File: src/rtl/ptw_defs.svh
`ifndef PTW_DEFS_SVH
`define PTW_DEFS_SVH
// ----------------------------------------
// command codes and window defaults
// ----------------------------------------
`define PTW_CMD_MEM_WRITE 4'h7
`define PTW_BAR0_BASE 32'h1000_0000
`define PTW_BAR0_MASK 32'hffff_f000
`define PTW_BAR1_BASE 32'h2000_0000
`define PTW_BAR1_MASK 32'hffff_0000
`define PTW_SPEED_SLOW 1'b1
// data-phase clocks a master waits for a select before giving up
`define PTW_ABORT_WAIT 3'h4
`endif

File: src/rtl/ptw_pkg.sv
package ptw_pkg;
	typedef enum logic [4:0] {
		TGT_IDLE = 5'b00001,
		TGT_DECODE = 5'b00010,
		TGT_HIT = 5'b00100,
		TGT_DATA = 5'b01000,
		TGT_TURN = 5'b10000
	} ptw_tgt_state_t;
	typedef enum logic [3:0] {
		MST_IDLE = 4'b0001,
		MST_ADDR = 4'b0010,
		MST_DATA = 4'b0100,
		MST_TURN = 4'b1000
	} ptw_mst_state_t;
endpackage

File: src/rtl/ptw_bus_if.sv
`timescale 1ns/10ps
interface ptw_bus_if;
	logic frame_b;
	logic frame_oe;
	logic irdy_b;
	logic irdy_oe;
	logic [63:0] ad;
	logic ad_oe;
	logic [3:0] cbe_b;
	logic cbe_oe;
	logic trdy_b;
	logic devsel_b;
	logic tgt_oe;
	modport master (output frame_b, frame_oe, irdy_b, irdy_oe, ad, ad_oe, cbe_b, cbe_oe,
		input trdy_b, devsel_b, tgt_oe);
	modport target (input frame_b, frame_oe, irdy_b, irdy_oe, ad, ad_oe, cbe_b, cbe_oe,
		output trdy_b, devsel_b, tgt_oe);
endinterface

File: src/rtl/ptw_target.sv
`timescale 1ns/10ps
`include "ptw_defs.svh"
// Contract
// master drives frame, address, command first
// master drives enables, irdy, first dword
// clock two: decode, present local address
// clock three: window hit to back-end
// slow select: devsel after window hit
// back-end ready means data two later
// trdy follows ready of prior cycle
// hold trdy, present prior dword locally
// master continues after both ready
// strobe when irdy and ready prior
// back-end captures only on strobe
// master lifts frame on last dword
// master releases bus after last phase
// drop devsel, trdy after final phase
// idle: clear hit, strobe, release pins
// 64-bit bus ignores upper half
// local handshakes asserted at zero
module ptw_target import ptw_pkg::*; #(
	parameter int NUM_WIN = 2,
	parameter int BUS_WIDTH = 64
) (
	input wire logic clk_i, // 40 MHz clock
	input wire logic rst_b_i, // async reset, low
	input wire logic ce_i, // clock enable
	input wire logic select_response_speed_i, // 1 = slow devsel
	input wire logic backend_ready_low_i, // back-end ready, low
	output logic [31:0] local_target_address_out_o, // latched address
	output logic [NUM_WIN-1:0] window_hit_o, // window chip selects
	output logic [31:0] local_data_out_o, // write dword to back-end
	output logic local_transfer_strobe_low_o, // word taken, low
	ptw_bus_if.target bus // pci side
);
	ptw_tgt_state_t st_reg;
	logic [31:0] ad_lo;
	logic rdy_prev_reg;
	logic addr_phase;
	logic xfer;
	logic done;
	logic sel_now;
	logic is_slow;
	logic [NUM_WIN*32-1:0] bases;
	logic [NUM_WIN*32-1:0] masks;
	logic [NUM_WIN-1:0] hit_next;
	// ----------------------------------------
	// bus decode
	// ----------------------------------------
	// upper half ignored
	assign ad_lo = bus.ad[31:0];
	// irdy high marks a fresh address phase; a master stalled in a data
	// phase keeps frame low, and its byte enables must not pass for a command
	assign addr_phase = !bus.frame_b && bus.frame_oe && bus.irdy_b;
	assign xfer = st_reg == TGT_DATA && !bus.trdy_b && !bus.irdy_b;
	// final phase completes this cycle
	assign done = xfer && bus.frame_b;
	assign is_slow = select_response_speed_i == `PTW_SPEED_SLOW;
	// slow speed waits one clock after the hit, fast claims with it
	assign sel_now = (st_reg == TGT_HIT && is_slow) ||
		(st_reg == TGT_DECODE && (|hit_next) && !is_slow);
	// ----------------------------------------
	// window decode
	// ----------------------------------------
	genvar g;
	generate
		for (g = 0; g < NUM_WIN; g++) begin : g_cfg
			assign bases[g*32 +: 32] = (g == 0) ? `PTW_BAR0_BASE : `PTW_BAR1_BASE;
			assign masks[g*32 +: 32] = (g == 0) ? `PTW_BAR0_MASK : `PTW_BAR1_MASK;
		end
	endgenerate
	ptw_win_dec #(.NUM_WIN(NUM_WIN)) u_dec (
		.addr_i(local_target_address_out_o),
		.base_i(bases),
		.mask_i(masks),
		.hit_o(hit_next)
	);
	// ----------------------------------------
	// state
	// ----------------------------------------
	always_ff @(posedge clk_i or negedge rst_b_i) begin
		if (!rst_b_i) begin
			st_reg <= TGT_IDLE;
		end else if (ce_i) begin
			unique case (st_reg)
				TGT_IDLE: if (addr_phase && bus.cbe_b == `PTW_CMD_MEM_WRITE) begin
					st_reg <= TGT_DECODE;
				end
				TGT_DECODE: st_reg <= (|hit_next) ? TGT_HIT : TGT_IDLE;
				TGT_HIT: st_reg <= TGT_DATA;
				TGT_DATA: if (done) begin
					st_reg <= TGT_TURN;
				end
				TGT_TURN: st_reg <= TGT_IDLE;
			endcase
		end
	end
	// ----------------------------------------
	// local address
	// ----------------------------------------
	always_ff @(posedge clk_i or negedge rst_b_i) begin
		if (!rst_b_i) begin
			local_target_address_out_o <= 32'h0;
		end else if (ce_i) begin
			// present address
			if (st_reg == TGT_IDLE && addr_phase) begin
				local_target_address_out_o <= ad_lo;
			end
		end
	end
	// ----------------------------------------
	// window hit
	// ----------------------------------------
	always_ff @(posedge clk_i or negedge rst_b_i) begin
		if (!rst_b_i) begin
			window_hit_o <= '0;
		end else if (ce_i) begin
			// window hit out
			if (st_reg == TGT_DECODE) begin
				window_hit_o <= hit_next;
			// clear hit at idle
			end else if (st_reg == TGT_TURN) begin
				window_hit_o <= '0;
			end
		end
	end
	// ----------------------------------------
	// back-end ready
	// ----------------------------------------
	always_ff @(posedge clk_i or negedge rst_b_i) begin
		if (!rst_b_i) begin
			rdy_prev_reg <= 1'b0;
		end else if (ce_i) begin
			// ready asserted at zero
			rdy_prev_reg <= !backend_ready_low_i && st_reg != TGT_IDLE;
		end
	end
	// ----------------------------------------
	// local data
	// ----------------------------------------
	always_ff @(posedge clk_i or negedge rst_b_i) begin
		if (!rst_b_i) begin
			local_data_out_o <= 32'h0;
		end else if (ce_i) begin
			// accepted dword out
			if (xfer) begin
				local_data_out_o <= ad_lo;
			end
		end
	end
	// ----------------------------------------
	// transfer strobe
	// ----------------------------------------
	// one low clock per word, aligned with the data register it qualifies
	always_ff @(posedge clk_i or negedge rst_b_i) begin
		if (!rst_b_i) begin
			local_transfer_strobe_low_o <= 1'b1;
		end else if (ce_i) begin
			// strobe on irdy and ready
			local_transfer_strobe_low_o <= !(xfer && rdy_prev_reg);
		end
	end
	// ----------------------------------------
	// device select
	// ----------------------------------------
	always_ff @(posedge clk_i or negedge rst_b_i) begin
		if (!rst_b_i) begin
			bus.devsel_b <= 1'b1;
		end else if (ce_i) begin
			// select timing
			if (sel_now) begin
				bus.devsel_b <= 1'b0;
			// drop after final phase
			end else if (done) begin
				bus.devsel_b <= 1'b1;
			end
		end
	end
	// ----------------------------------------
	// pin enable
	// ----------------------------------------
	always_ff @(posedge clk_i or negedge rst_b_i) begin
		if (!rst_b_i) begin
			bus.tgt_oe <= 1'b0;
		end else if (ce_i) begin
			if (sel_now) begin
				bus.tgt_oe <= 1'b1;
			// release pins
			end else if (st_reg == TGT_TURN) begin
				bus.tgt_oe <= 1'b0;
			end
		end
	end
	// ----------------------------------------
	// target ready
	// ----------------------------------------
	always_ff @(posedge clk_i or negedge rst_b_i) begin
		if (!rst_b_i) begin
			bus.trdy_b <= 1'b1;
		end else if (ce_i) begin
			// trdy dropped after final phase
			if (done || st_reg == TGT_TURN || st_reg == TGT_IDLE) begin
				bus.trdy_b <= 1'b1;
			// trdy tracks prior ready
			end else if (st_reg == TGT_HIT || st_reg == TGT_DATA) begin
				bus.trdy_b <= backend_ready_low_i;
			end
		end
	end
endmodule

File: src/rtl/ptw_win_dec.sv
`timescale 1ns/10ps
`include "ptw_defs.svh"
module ptw_win_dec import ptw_pkg::*; #(
	parameter int NUM_WIN = 2
) (
	input wire logic [31:0] addr_i, // latched bus address
	input wire logic [NUM_WIN*32-1:0] base_i, // window bases
	input wire logic [NUM_WIN*32-1:0] mask_i, // window masks
	output logic [NUM_WIN-1:0] hit_o // per window match
);
	genvar g;
	generate
		for (g = 0; g < NUM_WIN; g++) begin : g_win
			assign hit_o[g] = ((addr_i & mask_i[g*32 +: 32]) ==
				(base_i[g*32 +: 32] & mask_i[g*32 +: 32]));
		end
	endgenerate
endmodule

File: src/flat_wrapper.sv
// flat-port wrapper written by rule: the top's interface ports become plain ports
module ptw_target_flat import ptw_pkg::*;
#(
	parameter int NUM_WIN = 2,
	parameter int BUS_WIDTH = 64
)
  (clk_i, rst_b_i, ce_i, select_response_speed_i, backend_ready_low_i, local_target_address_out_o, window_hit_o, local_data_out_o, local_transfer_strobe_low_o, bus_frame_b, bus_frame_oe, bus_irdy_b, bus_irdy_oe, bus_ad, bus_ad_oe, bus_cbe_b, bus_cbe_oe, bus_trdy_b, bus_devsel_b, bus_tgt_oe);
  ptw_bus_if bus_i ();
  input wire logic clk_i;
  input wire logic rst_b_i;
  input wire logic ce_i;
  input wire logic select_response_speed_i;
  input wire logic backend_ready_low_i;
  output logic [31:0] local_target_address_out_o;
  output logic [NUM_WIN-1:0] window_hit_o;
  output logic [31:0] local_data_out_o;
  output logic local_transfer_strobe_low_o;
  input wire logic [$bits(bus_i.frame_b)-1:0] bus_frame_b;
  input wire logic [$bits(bus_i.frame_oe)-1:0] bus_frame_oe;
  input wire logic [$bits(bus_i.irdy_b)-1:0] bus_irdy_b;
  input wire logic [$bits(bus_i.irdy_oe)-1:0] bus_irdy_oe;
  input wire logic [$bits(bus_i.ad)-1:0] bus_ad;
  input wire logic [$bits(bus_i.ad_oe)-1:0] bus_ad_oe;
  input wire logic [$bits(bus_i.cbe_b)-1:0] bus_cbe_b;
  input wire logic [$bits(bus_i.cbe_oe)-1:0] bus_cbe_oe;
  output wire logic [$bits(bus_i.trdy_b)-1:0] bus_trdy_b;
  output wire logic [$bits(bus_i.devsel_b)-1:0] bus_devsel_b;
  output wire logic [$bits(bus_i.tgt_oe)-1:0] bus_tgt_oe;
  assign bus_i.frame_b = bus_frame_b;
  assign bus_i.frame_oe = bus_frame_oe;
  assign bus_i.irdy_b = bus_irdy_b;
  assign bus_i.irdy_oe = bus_irdy_oe;
  assign bus_i.ad = bus_ad;
  assign bus_i.ad_oe = bus_ad_oe;
  assign bus_i.cbe_b = bus_cbe_b;
  assign bus_i.cbe_oe = bus_cbe_oe;
  assign bus_trdy_b = bus_i.trdy_b;
  assign bus_devsel_b = bus_i.devsel_b;
  assign bus_tgt_oe = bus_i.tgt_oe;
  ptw_target #(.NUM_WIN(NUM_WIN), .BUS_WIDTH(BUS_WIDTH)) u_core (.clk_i(clk_i), .rst_b_i(rst_b_i), .ce_i(ce_i), .select_response_speed_i(select_response_speed_i), .backend_ready_low_i(backend_ready_low_i), .local_target_address_out_o(local_target_address_out_o), .window_hit_o(window_hit_o), .local_data_out_o(local_data_out_o), .local_transfer_strobe_low_o(local_transfer_strobe_low_o), .bus(bus_i));
endmodule
File: config.mk
export PLATFORM = sky130hd
export DESIGN_NAME = ptw_target_flat
export DESIGN_NICKNAME = d
export VERILOG_FILES = /design/src/rtl/ptw_pkg.sv /design/src/rtl/ptw_bus_if.sv /design/src/rtl/ptw_target.sv /design/src/rtl/ptw_win_dec.sv /design/src/flat_wrapper.sv
export VERILOG_INCLUDE_DIRS = /design/src /design/src/rtl
export SDC_FILE = /design/constraint.sdc
export NUM_CORES = 1
export LEC_CHECK = 0
export BUFFER_PORTS_ARGS = -buffer_cell sky130_fd_sc_hd__buf_2
export CAP_MARGIN = 20
export CORE_MARGIN = 1.5
export CORE_UTILIZATION = 50
export CTS_CLUSTER_SIZE = 14
export DETAILED_ROUTE_END_ITERATION = 8
export GPL_TIMING_DRIVEN = 0
export MAX_ROUTING_LAYER = met4
export PLACE_DENSITY = 0.8
export SKIP_CTS_REPAIR_TIMING = 1
export SKIP_LAST_GASP = 1
export SLEW_MARGIN = 20
export SYNTH_ARGS = -nofsm -noshare
export SYNTH_HDL_FRONTEND = slang
export SYNTH_HIERARCHICAL = 1
export SYNTH_SLANG_ARGS = --single-unit
File: constraint.sdc
create_clock -name clk_i -period 2.61 [get_ports clk_i]
set_clock_uncertainty 0.15 [all_clocks]
set_input_delay 0.522 -clock clk_i [delete_from_list [all_inputs] [get_ports clk_i]]
set_output_delay 0.522 -clock clk_i [all_outputs]
set_load 0.1 [all_outputs]
After elaboration in Yosys (flattened, before gate mapping)
Cells that the tools add are included.
{ "totals": {"reg_bits": 76, "in_bits": 79, "elab_cells": 66, "out_inout_bits": 70} }
{ "op_classes": {"n_mux": 12, "eq_ne": 11, "reduce_logical": 34} }
{ "ops": {"columns": ["operator", "n"], "rows": [
  ["5-bit case mux with 5 select lines", 1],
  ["20-bit by 17-bit == test with 1-bit output, second input constant", 1],
  ["16-bit by 14-bit == test with 1-bit output, second input constant", 1],
  ["1-bit logical AND", 12],
  ["2-bit AND reduction", 6],
  ["5-bit two-way mux", 2],
  ["2-bit nonzero test", 4],
  ["1-bit logical NOT", 6],
  ["1-bit two-way mux", 6],
  ["5-bit by 1-bit == test with 1-bit output, second input constant", 1],
  ["5-bit by 2-bit == test with 1-bit output, second input constant", 1],
  ["5-bit by 3-bit == test with 1-bit output, second input constant", 1],
  ["5-bit by 4-bit == test with 1-bit output, second input constant", 1],
  ["5-bit == test, second input constant", 1],
  ["5-bit by 1-bit inequality test with 1-bit output, second input constant", 1],
  ["4-bit by 3-bit == test with 1-bit output, second input constant", 1],
  ["1-bit logical OR", 4],
  ["2-bit two-way mux", 2],
  ["2-bit by 1-bit inequality test with 1-bit output, second input constant", 2],
  ["3-bit two-way mux", 1],
  ["3-bit AND reduction", 1],
  ["2-bit OR reduction", 1]
]} }

Depth between registers and ports, before layout
Gate-level depths: netlist of run 1.
{ "depth": {"ltp_word": 8, "mapped_depth": 7, "ltp_nobuf": 7} }

By module
The synthesis of run 1 kept the hierarchy.
{ "modules_own_cells": {"columns": ["mod", "area_each_um2", "seq_area_each_um2", "cells_each", "instances"], "rows": [
  ["ptw_target", 3240.6, 1906.8, 213, 1],
  ["ptw_win_dec", 875.8, 0.0, 106, 1]
]} }

Worst setup path after synthesis of run 1
OpenSTA, ideal clock, no wires.
{ "synth_path": {"path_kind": "reg2reg", "from": "reg u_core.local_target_address_out_o[29]", "to": "reg u_core.bus.tgt_oe", "path_stages_with_launch": 8, "path_slack_ns": 0.159, "required_time_ns": 2.394, "synth_period_minus_slack_ns": 2.451, "setup_ns": 0.066, "n_path_buf": 0, "t_arrival_ns": 2.235, "path_cell_list": "dfrtp_1 -> xor2_1 -> a22oi_1 -> nand4_1 -> nor4_2 -> nor2_1 -> o41ai_1 -> a21o_1"} }
{ "synth_between": {"elab_chain_cells": 7, "elab_cells_between_ends": 9, "cone_classes": "2 x eq/ne; 1 x mux; 6 x reduce/logical"} }
{ "synth_lines": {"columns": ["item", "line_no", "rtl"], "rows": [
  ["start, declared", "ptw_target.sv:30", "output logic [31:0] local_target_address_out_o,"],
  ["start signal, assigned", "ptw_target.sv:107", "local_target_address_out_o <= ad_lo;"],
  ["16-bit by 14-bit == test with 1-bit output *", "ptw_win_dec.sv:14", "assign hit_o[g] = ((addr_i & mask_i[g*32 +: 32]) =="],
  ["via u_core.hit_next[1]", "ptw_target.sv:46", "logic [NUM_WIN-1:0] hit_next;"],
  ["2-bit OR reduction *", "ptw_target.sv:61", "(st_reg == TGT_DECODE && (|hit_next) && !is_slow);"],
  ["1-bit logical AND * (2 in a row)", "ptw_target.sv:61", null],
  ["1-bit logical OR *", "ptw_target.sv:60", "assign sel_now = (st_reg == TGT_HIT && is_slow) ||"],
  ["2-bit nonzero test (no line)", null, null],
  ["2-bit AND reduction (no line)", null, null],
  ["end signal, assigned", "ptw_target.sv:184", "bus.tgt_oe <= 1'b0;"],
  ["end signal, assigned", "ptw_target.sv:187", "bus.tgt_oe <= 1'b1;"],
  ["end signal, assigned", "ptw_target.sv:190", "bus.tgt_oe <= 1'b0;"],
  ["end, declared", "ptw_bus_if.sv:17", "output trdy_b, devsel_b, tgt_oe);"]
]} }
Mark *: on every way through the listed nets, which the timed path passes. The rest lies on a longest branch.
A chain may end at the register's enable or synchronous reset.

Worst setup path in the final report of run 1
{ "layout_path": {"from": "reg u_core.st_reg[3]", "to": "reg u_core.local_target_address_out_o[14]"} }
{ "layout_between": {"elab_chain_cells": 3} }
{ "layout_lines": {"columns": ["item", "line_no", "rtl"], "rows": [
  ["start, declared", "ptw_target.sv:36", "ptw_tgt_state_t st_reg;"],
  ["start signal, assigned", "ptw_target.sv:89", "TGT_DECODE: st_reg <= (|hit_next) ? TGT_HIT : TGT_IDLE;"],
  ["5-bit by 1-bit == test with 1-bit output", "ptw_target.sv:106", "if (st_reg == TGT_IDLE && addr_phase) begin"],
  ["1-bit logical AND", "ptw_target.sv:106", null],
  ["2-bit AND reduction (no line)", null, null]
]} }
No other way between the ends.

==> results of run 1 <==
-- per-stage QoR --
stage / cell area (µm²) / power, W / hold slack, ns / setup WS [ns]
after global routing: 5530 / 0.00554 / 0.230 / 0.0773
after detailed placement: 5310 / 0.00434 / 0.267 / 0.276
after floorplan: 4590 / 0.00387 / 0.0764 / 0.159
after global placement: 5280 / 0.00427 / 0.250 / 0.302
final: 5530 / 0.00529 / 0.244 / 0.249
after CTS: 5520 / 0.00532 / -0.0185 / 0.246
-- final timing paths --
kind                                startpoint                                     to  slack, ns  cells after the start
setup / recovery              u_core/st_reg[3]  u_core/local_target_address_out_o[14]       0.25                      6
setup reg to reg              u_core/st_reg[3]  u_core/local_target_address_out_o[14]       0.25                      6
hold / removal             backend_ready_low_i                    u_core/rdy_prev_reg       0.24                      2
min in group asynchronous              rst_b_i             u_core/local_data_out_o[0]       0.52                      2
max in group asynchronous              rst_b_i            u_core/local_data_out_o[11]       1.20                      3
hold reg to reg            u_core/rdy_prev_reg     u_core/local_transfer_strobe_low_o       0.27                      1
-- area by class of cell --
class,count,area share [%]
inverters,5,0.339
clock buffers,9,2.24
plain buffers,12,1.67
clock inverters,7,1.65
multi-input cells,352,46.5
flip-flops and latches,76,34.5
well taps,102,2.31
repair buffers,115,10.8
-- metal layers --
metal	track usage, %	up-vias	routed length, µm
met5	-	-	0
met4	5.97	0	61
met3	4.53	5	537
met2	37.2	107	4530
met1	29.6	1492	4070
li1	-	1550	-
-- layout by cell type (no fill, tap or decap), types with 2 or more instances in the layout --
cell and n:
buf_6 4, nor4_2 2, conb_1 128, nand4_1 10, nor2b_1 2, nand2_1 4, nor2_1 6, clkbuf_8 9
bufinv_16 2, dfstp_2 4, clkinv_2 3, dfrtp_1 72, a22oi_1 33, buf_4 5, xor2_1 64, nand3b_1 2
o311ai_0 3, a32o_1 3, a21oi_1 6, o31a_1 2, mux2_4 30, inv_1 5, o21ai_0 3, mux2_2 35
buf_2 114, clkbuf_1 2
-- cell families after synthesis --
group,after synthesis,synth area share [%]
other cells,2,0.182
xor+xnor,65,13.8
mux,66,20.8
flops,76,46.3
buf+inv,17,2.71
compound gates,55,9.88
simple gates,38,6.32
-- where the power goes --
| part | internal, W | total (W) | switching (W) |
|---|---|---|---|
| sequential | 0.00139 | 0.00168 | 0.000290 |
| combinational | 0.000713 | 0.00265 | 0.00194 |
| clock | 0.000535 | 0.000962 | 0.000428 |
-- worst reg2reg max path: cells and delay by family (launching register included) --
kind	cells	cell delay [ns]
mux	1	0.32
flops	1	0.37
simple gates	3	0.94
buf+inv	2	0.46
==> run metrics, run 1 <==
outcome complete, no violations; CTS tree yes; cell with the most instances after synthesis dfrtp_1; chip width between 90 and 100 µm; first-pass GRT wire length approximately 15000 µm; number of synthesized flops with an enable pin 0; vias in the first global route between 3000 and 4000; Synth area leader dfrtp_1; final worst-path cycle share between 90% and 100%; setup_tns 0 ns; H-tree depth 3; Crit Path Category register to register; Max Fclk around 0.42 GHz; VDD IR-drop max slightly below 0.7 mV; Synth top area share 43.8%; row cnt 32; io pins ~150; Cell Chain, Critical Path buf_4, nor3_4, nand2_2, nor4_4, buf_6, mux2_4; #FFs+latches synth 76; sequential cell area about 1900 µm²; final wirelength roughly 9000 µm; delay-heaviest family, CP simple AND/OR/NAND/NOR gates; hold crit path type input port to register; maximum number of pins on one net before global-route repair 40; Finished Layout Cells approximately 680; Slowest-stage cell, CP nor4_4; distinct cell type count after synthesis between 40 and 50; Pwr Density about 960 nW/µm²; Initial Util around 52%; Synth Area per Inst approximately 13 µm²; GRT Total Usage 22.9%; initial antenna violation count 0; Max stage delay on crit path 0.54 ns; grt total ovfl 0; CP Capture Type register; die area roughly 9000 µm²; DR vias/cell roughly 4.7; drt pass-1 iters 4; Critical Path Start Type register; Final Hold Vio Count 0; most common library cells after synthesis 72 x dfrtp_1, 64 x xor2_1, 35 x mux2_2; routed vias 3154; routed len/inst between 10 and 15 µm; largest cells by area after synthesis dfrtp_1 44%, xor2_1 14%, mux2_4 11%; antenna viol nets, final 0; die height between 90 and 100 µm; fraction of registers with async set/reset 100%; Ys Warns 6; fin crit period between 2 and 2.5 ns; worst skew pair latency roughly 0.34 ns; core footprint 7850 µm²; Lkg Pwr 3.09 nW; max-cap violation count 0; actual slew at the worst max-slew pin 0.675 ns; filler cell count in the final layout ~590; Buf+Inv Stages, Crit Path 2; Clock transition at path regs 0.08 ns; final core utilization 70.5%; worst endpoint data arrival time 2.43 ns; Seq/Total Area, Yosys 46.3%; Synth Cell Area roughly 4100 µm²; clock buffer count from CTS 9; CP required approximately 2.7 ns; ant diodes 0; RSZ-0062 raised after global routing no; CTS max path bufs 2; post-DP HPWL 7010 µm; CTS Root Cell clkbuf_8; area of the multi-input gates between 2000 and 3000 µm²; nets 650; Setup violations, final 0; drt drc 0; Area Overhead vs Synth 34.3%; layout cells sized above 1 a little under two fifths; Synth Flop Type dfrtp_1; DR iter-0 viols about 120; Inst Count DP between 600 and 700; CTS Sinks 76; Placer Congestion around 0.9; Worst slew margin 54.4%; post-synthesis cell count between 300 and 400; PortBufs 113; CP max FO 10; Slew Viols, Final 0
(Power assumes the default switching activity.)
==> run 2, diff against run 1 <==
Settings changed: REMOVE_ABC_BUFFERS set to 1.
==> run 2 against run 1 <==
  * Sequential power is 2% higher
  * Critical path depth is 2 lower
  * Die area stayed put
  * Core utilization is 0.11 points higher
  * Combinational power is 2% lower
  * Critical endpoint is now u_core/local_data_out_o[1]
  * Largest cell class unchanged
==> run metrics, run 2 (synthesis results as in run 1) <==
outcome complete, no violations (unchanged); row cnt 32 (unchanged); final wirelength 8880 µm (was 9190 µm); CP required 2.69 ns (was 2.68 ns); hold crit path type input port to register (unchanged); Initial Util 52.5% (unchanged); max-cap violation count 0 (unchanged); Critical Path Start Type register (unchanged); CTS Sinks 76 (unchanged); drt pass-1 iters 4 (unchanged); Max stage delay on crit path 0.64 ns (was 0.54 ns); die height 93.7 µm (unchanged); CP Capture Type register (unchanged); final core utilization 70.6% (was 70.5%); Setup violations, final 0 (unchanged); fin area 5540 µm² (was 5530 µm²); Final Hold Vio Count 0 (unchanged); post-DP HPWL 6870 µm (was 7010 µm); Placed Area 5280 µm² (was 5310 µm²); initial antenna violation count 0 (unchanged); RSZ-0062 raised after global routing no (unchanged); nets 649 (was 650); Pwr Density 940 nW/µm² (was 957 nW/µm²); io pins 149 (unchanged); drt drc 0 (unchanged); DR iter-0 viols 67 (was 124); worst skew pair latency 0.35 ns (was 0.34 ns); layout cells sized above 1 37.7% (was 37.3%); CP max FO 18 (was 10); final worst-path cycle share 91.9% (was 90.5%); commonest non-fill, non-tap cells in the layout 128 x conb_1, 112 x buf_2, 72 x dfrtp_1 (was 128 x conb_1, 114 x buf_2, 72 x dfrtp_1); power after layout 0.00521 W (was 0.00529 W); H-tree depth 3 (unchanged); Hold Worst Slack 0.234 ns (was 0.244 ns); commonest non-fill, non-tap cell in the layout conb_1 (unchanged); CTS tree yes (unchanged); routed len/inst 13.1 µm (was 13.6 µm); die area 8790 µm² (unchanged); sequential cell area 1910 µm² (unchanged); filler cell count in the final layout 601 (was 589); core footprint 7850 µm² (unchanged); Clock transition at path regs 0.08 ns (about the same); first-pass GRT wire length 14200 µm (was 14800 µm); worst endpoint data arrival time 2.48 ns (was 2.43 ns); Placer Congestion 0.842 (was 0.881); maximum number of pins on one net before global-route repair 41 (was 40); GRT Total Usage 21.5% (was 22.9%); Slew Viols, Final 0 (unchanged); antenna viol nets, final 0 (unchanged); CTS Root Cell clkbuf_8 (unchanged); Area Overhead vs Synth 34.6% (was 34.3%); VDD IR-drop max 0.911 mV (was 0.678 mV); PortBufs 113 (unchanged); Crit Path Category register to register (unchanged); DP Worst Slack -0.0939 ns (was 0.276 ns); Max Fclk 0.417 GHz (was 0.423 GHz); fin crit period 2.40 ns (was 2.36 ns); ant diodes 0 (unchanged); chip width 93.7 µm (unchanged); Worst slew margin 46.6% (was 54.4%); Lkg Pwr 3.09 nW (about the same); area of the multi-input gates 2570 µm² (about the same); vias in the first global route 3140 (was 3083); CTS max path bufs 2 (unchanged); grt total ovfl 0 (unchanged); Slowest-stage cell, CP and4_2 (was nor4_4); Cell Chain, Critical Path nor3_1, and4_2, buf_16, mux2_2 (was buf_4, nor3_4, nand2_2, nor4_4, buf_6, mux2_4); routed vias 3216 (was 3154); clock buffer count from CTS 9 (unchanged); DR vias/cell 4.75 (was 4.65); final worst slack 0.210 ns (was 0.249 ns); actual slew at the worst max-slew pin 0.790 ns (was 0.675 ns)
==> run 2: changes by cell type in the layout (fill, tap and decap cells not counted), sizes merged <==
cell,before,now
buf,124,125
clkbuf,11,10
clkinv,4,3
bufinv,2,1
clkinvlp,1,2
==> run 2: area by class of cell <==
type | instances | share of cell area [%]
tap | 102 | 2.30
timing repair buffer | 126 | 12.9
clock inverter | 6 | 1.15
multi-input combinational | 352 | 46.4
clock buffer | 10 | 2.48
sequential | 76 | 34.4
inverter | 5 | 0.339
==> run 2: critical path: cells and delay by family, from the launching register on <==
kind,cells,cell delay (ns)
buffers and inverters,1,0.22
muxes,1,0.35
DFF,1,0.52
and+or+nand+nor,2,1.04
==> run 2: metrics by stage <==
stage | setup TNS [ns] | instances
after floorplan | -16.40 | 433
after global placement | -45.54 | 648
after detailed placement | -1.16 | 653
after CTS | -0.819 | 669
after global routing | 0 | 677
final | 0 | 677
==> run 2: final timing paths <==
check | slack [ns] | to | from | cells past startpoint
max in group asynchronous | 1.23 | u_core/local_target_address_out_o[9] | rst_b_i | 3
worst max register to register | 0.21 | u_core/local_data_out_o[1] | u_core/st_reg[1] | 4
min in group asynchronous | 0.51 | u_core/local_data_out_o[24] | rst_b_i | 2
worst min register to register | 0.27 | u_core/local_transfer_strobe_low_o | u_core/rdy_prev_reg | 1
worst min-delay path | 0.23 | u_core/rdy_prev_reg | backend_ready_low_i | 2
worst max-delay path | 0.21 | u_core/local_data_out_o[1] | u_core/st_reg[1] | 4
==> run 2: power by group <==
part / internal (W) / switching (W) / leakage [nW]
sequential: 0.00139 / 0.000327 / 1.01
clock: 0.000466 / 0.000437 / 0.0983
combinational: 0.000708 / 0.00188 / 1.98
==> run 2: metal layers <==
layer / track usage [%] / up-vias / wire length [µm] / part of all wire (%)
met4: 9.58 / 0 / 145 / 1.6
met1: 24.3 / 1544 / 3680 / 41
li1: - / 1550 / - / -
met5: - / - / 0 / 0
met2: 37.2 / 108 / 4600 / 52
met3: 4.05 / 14 / 443 / 5.0
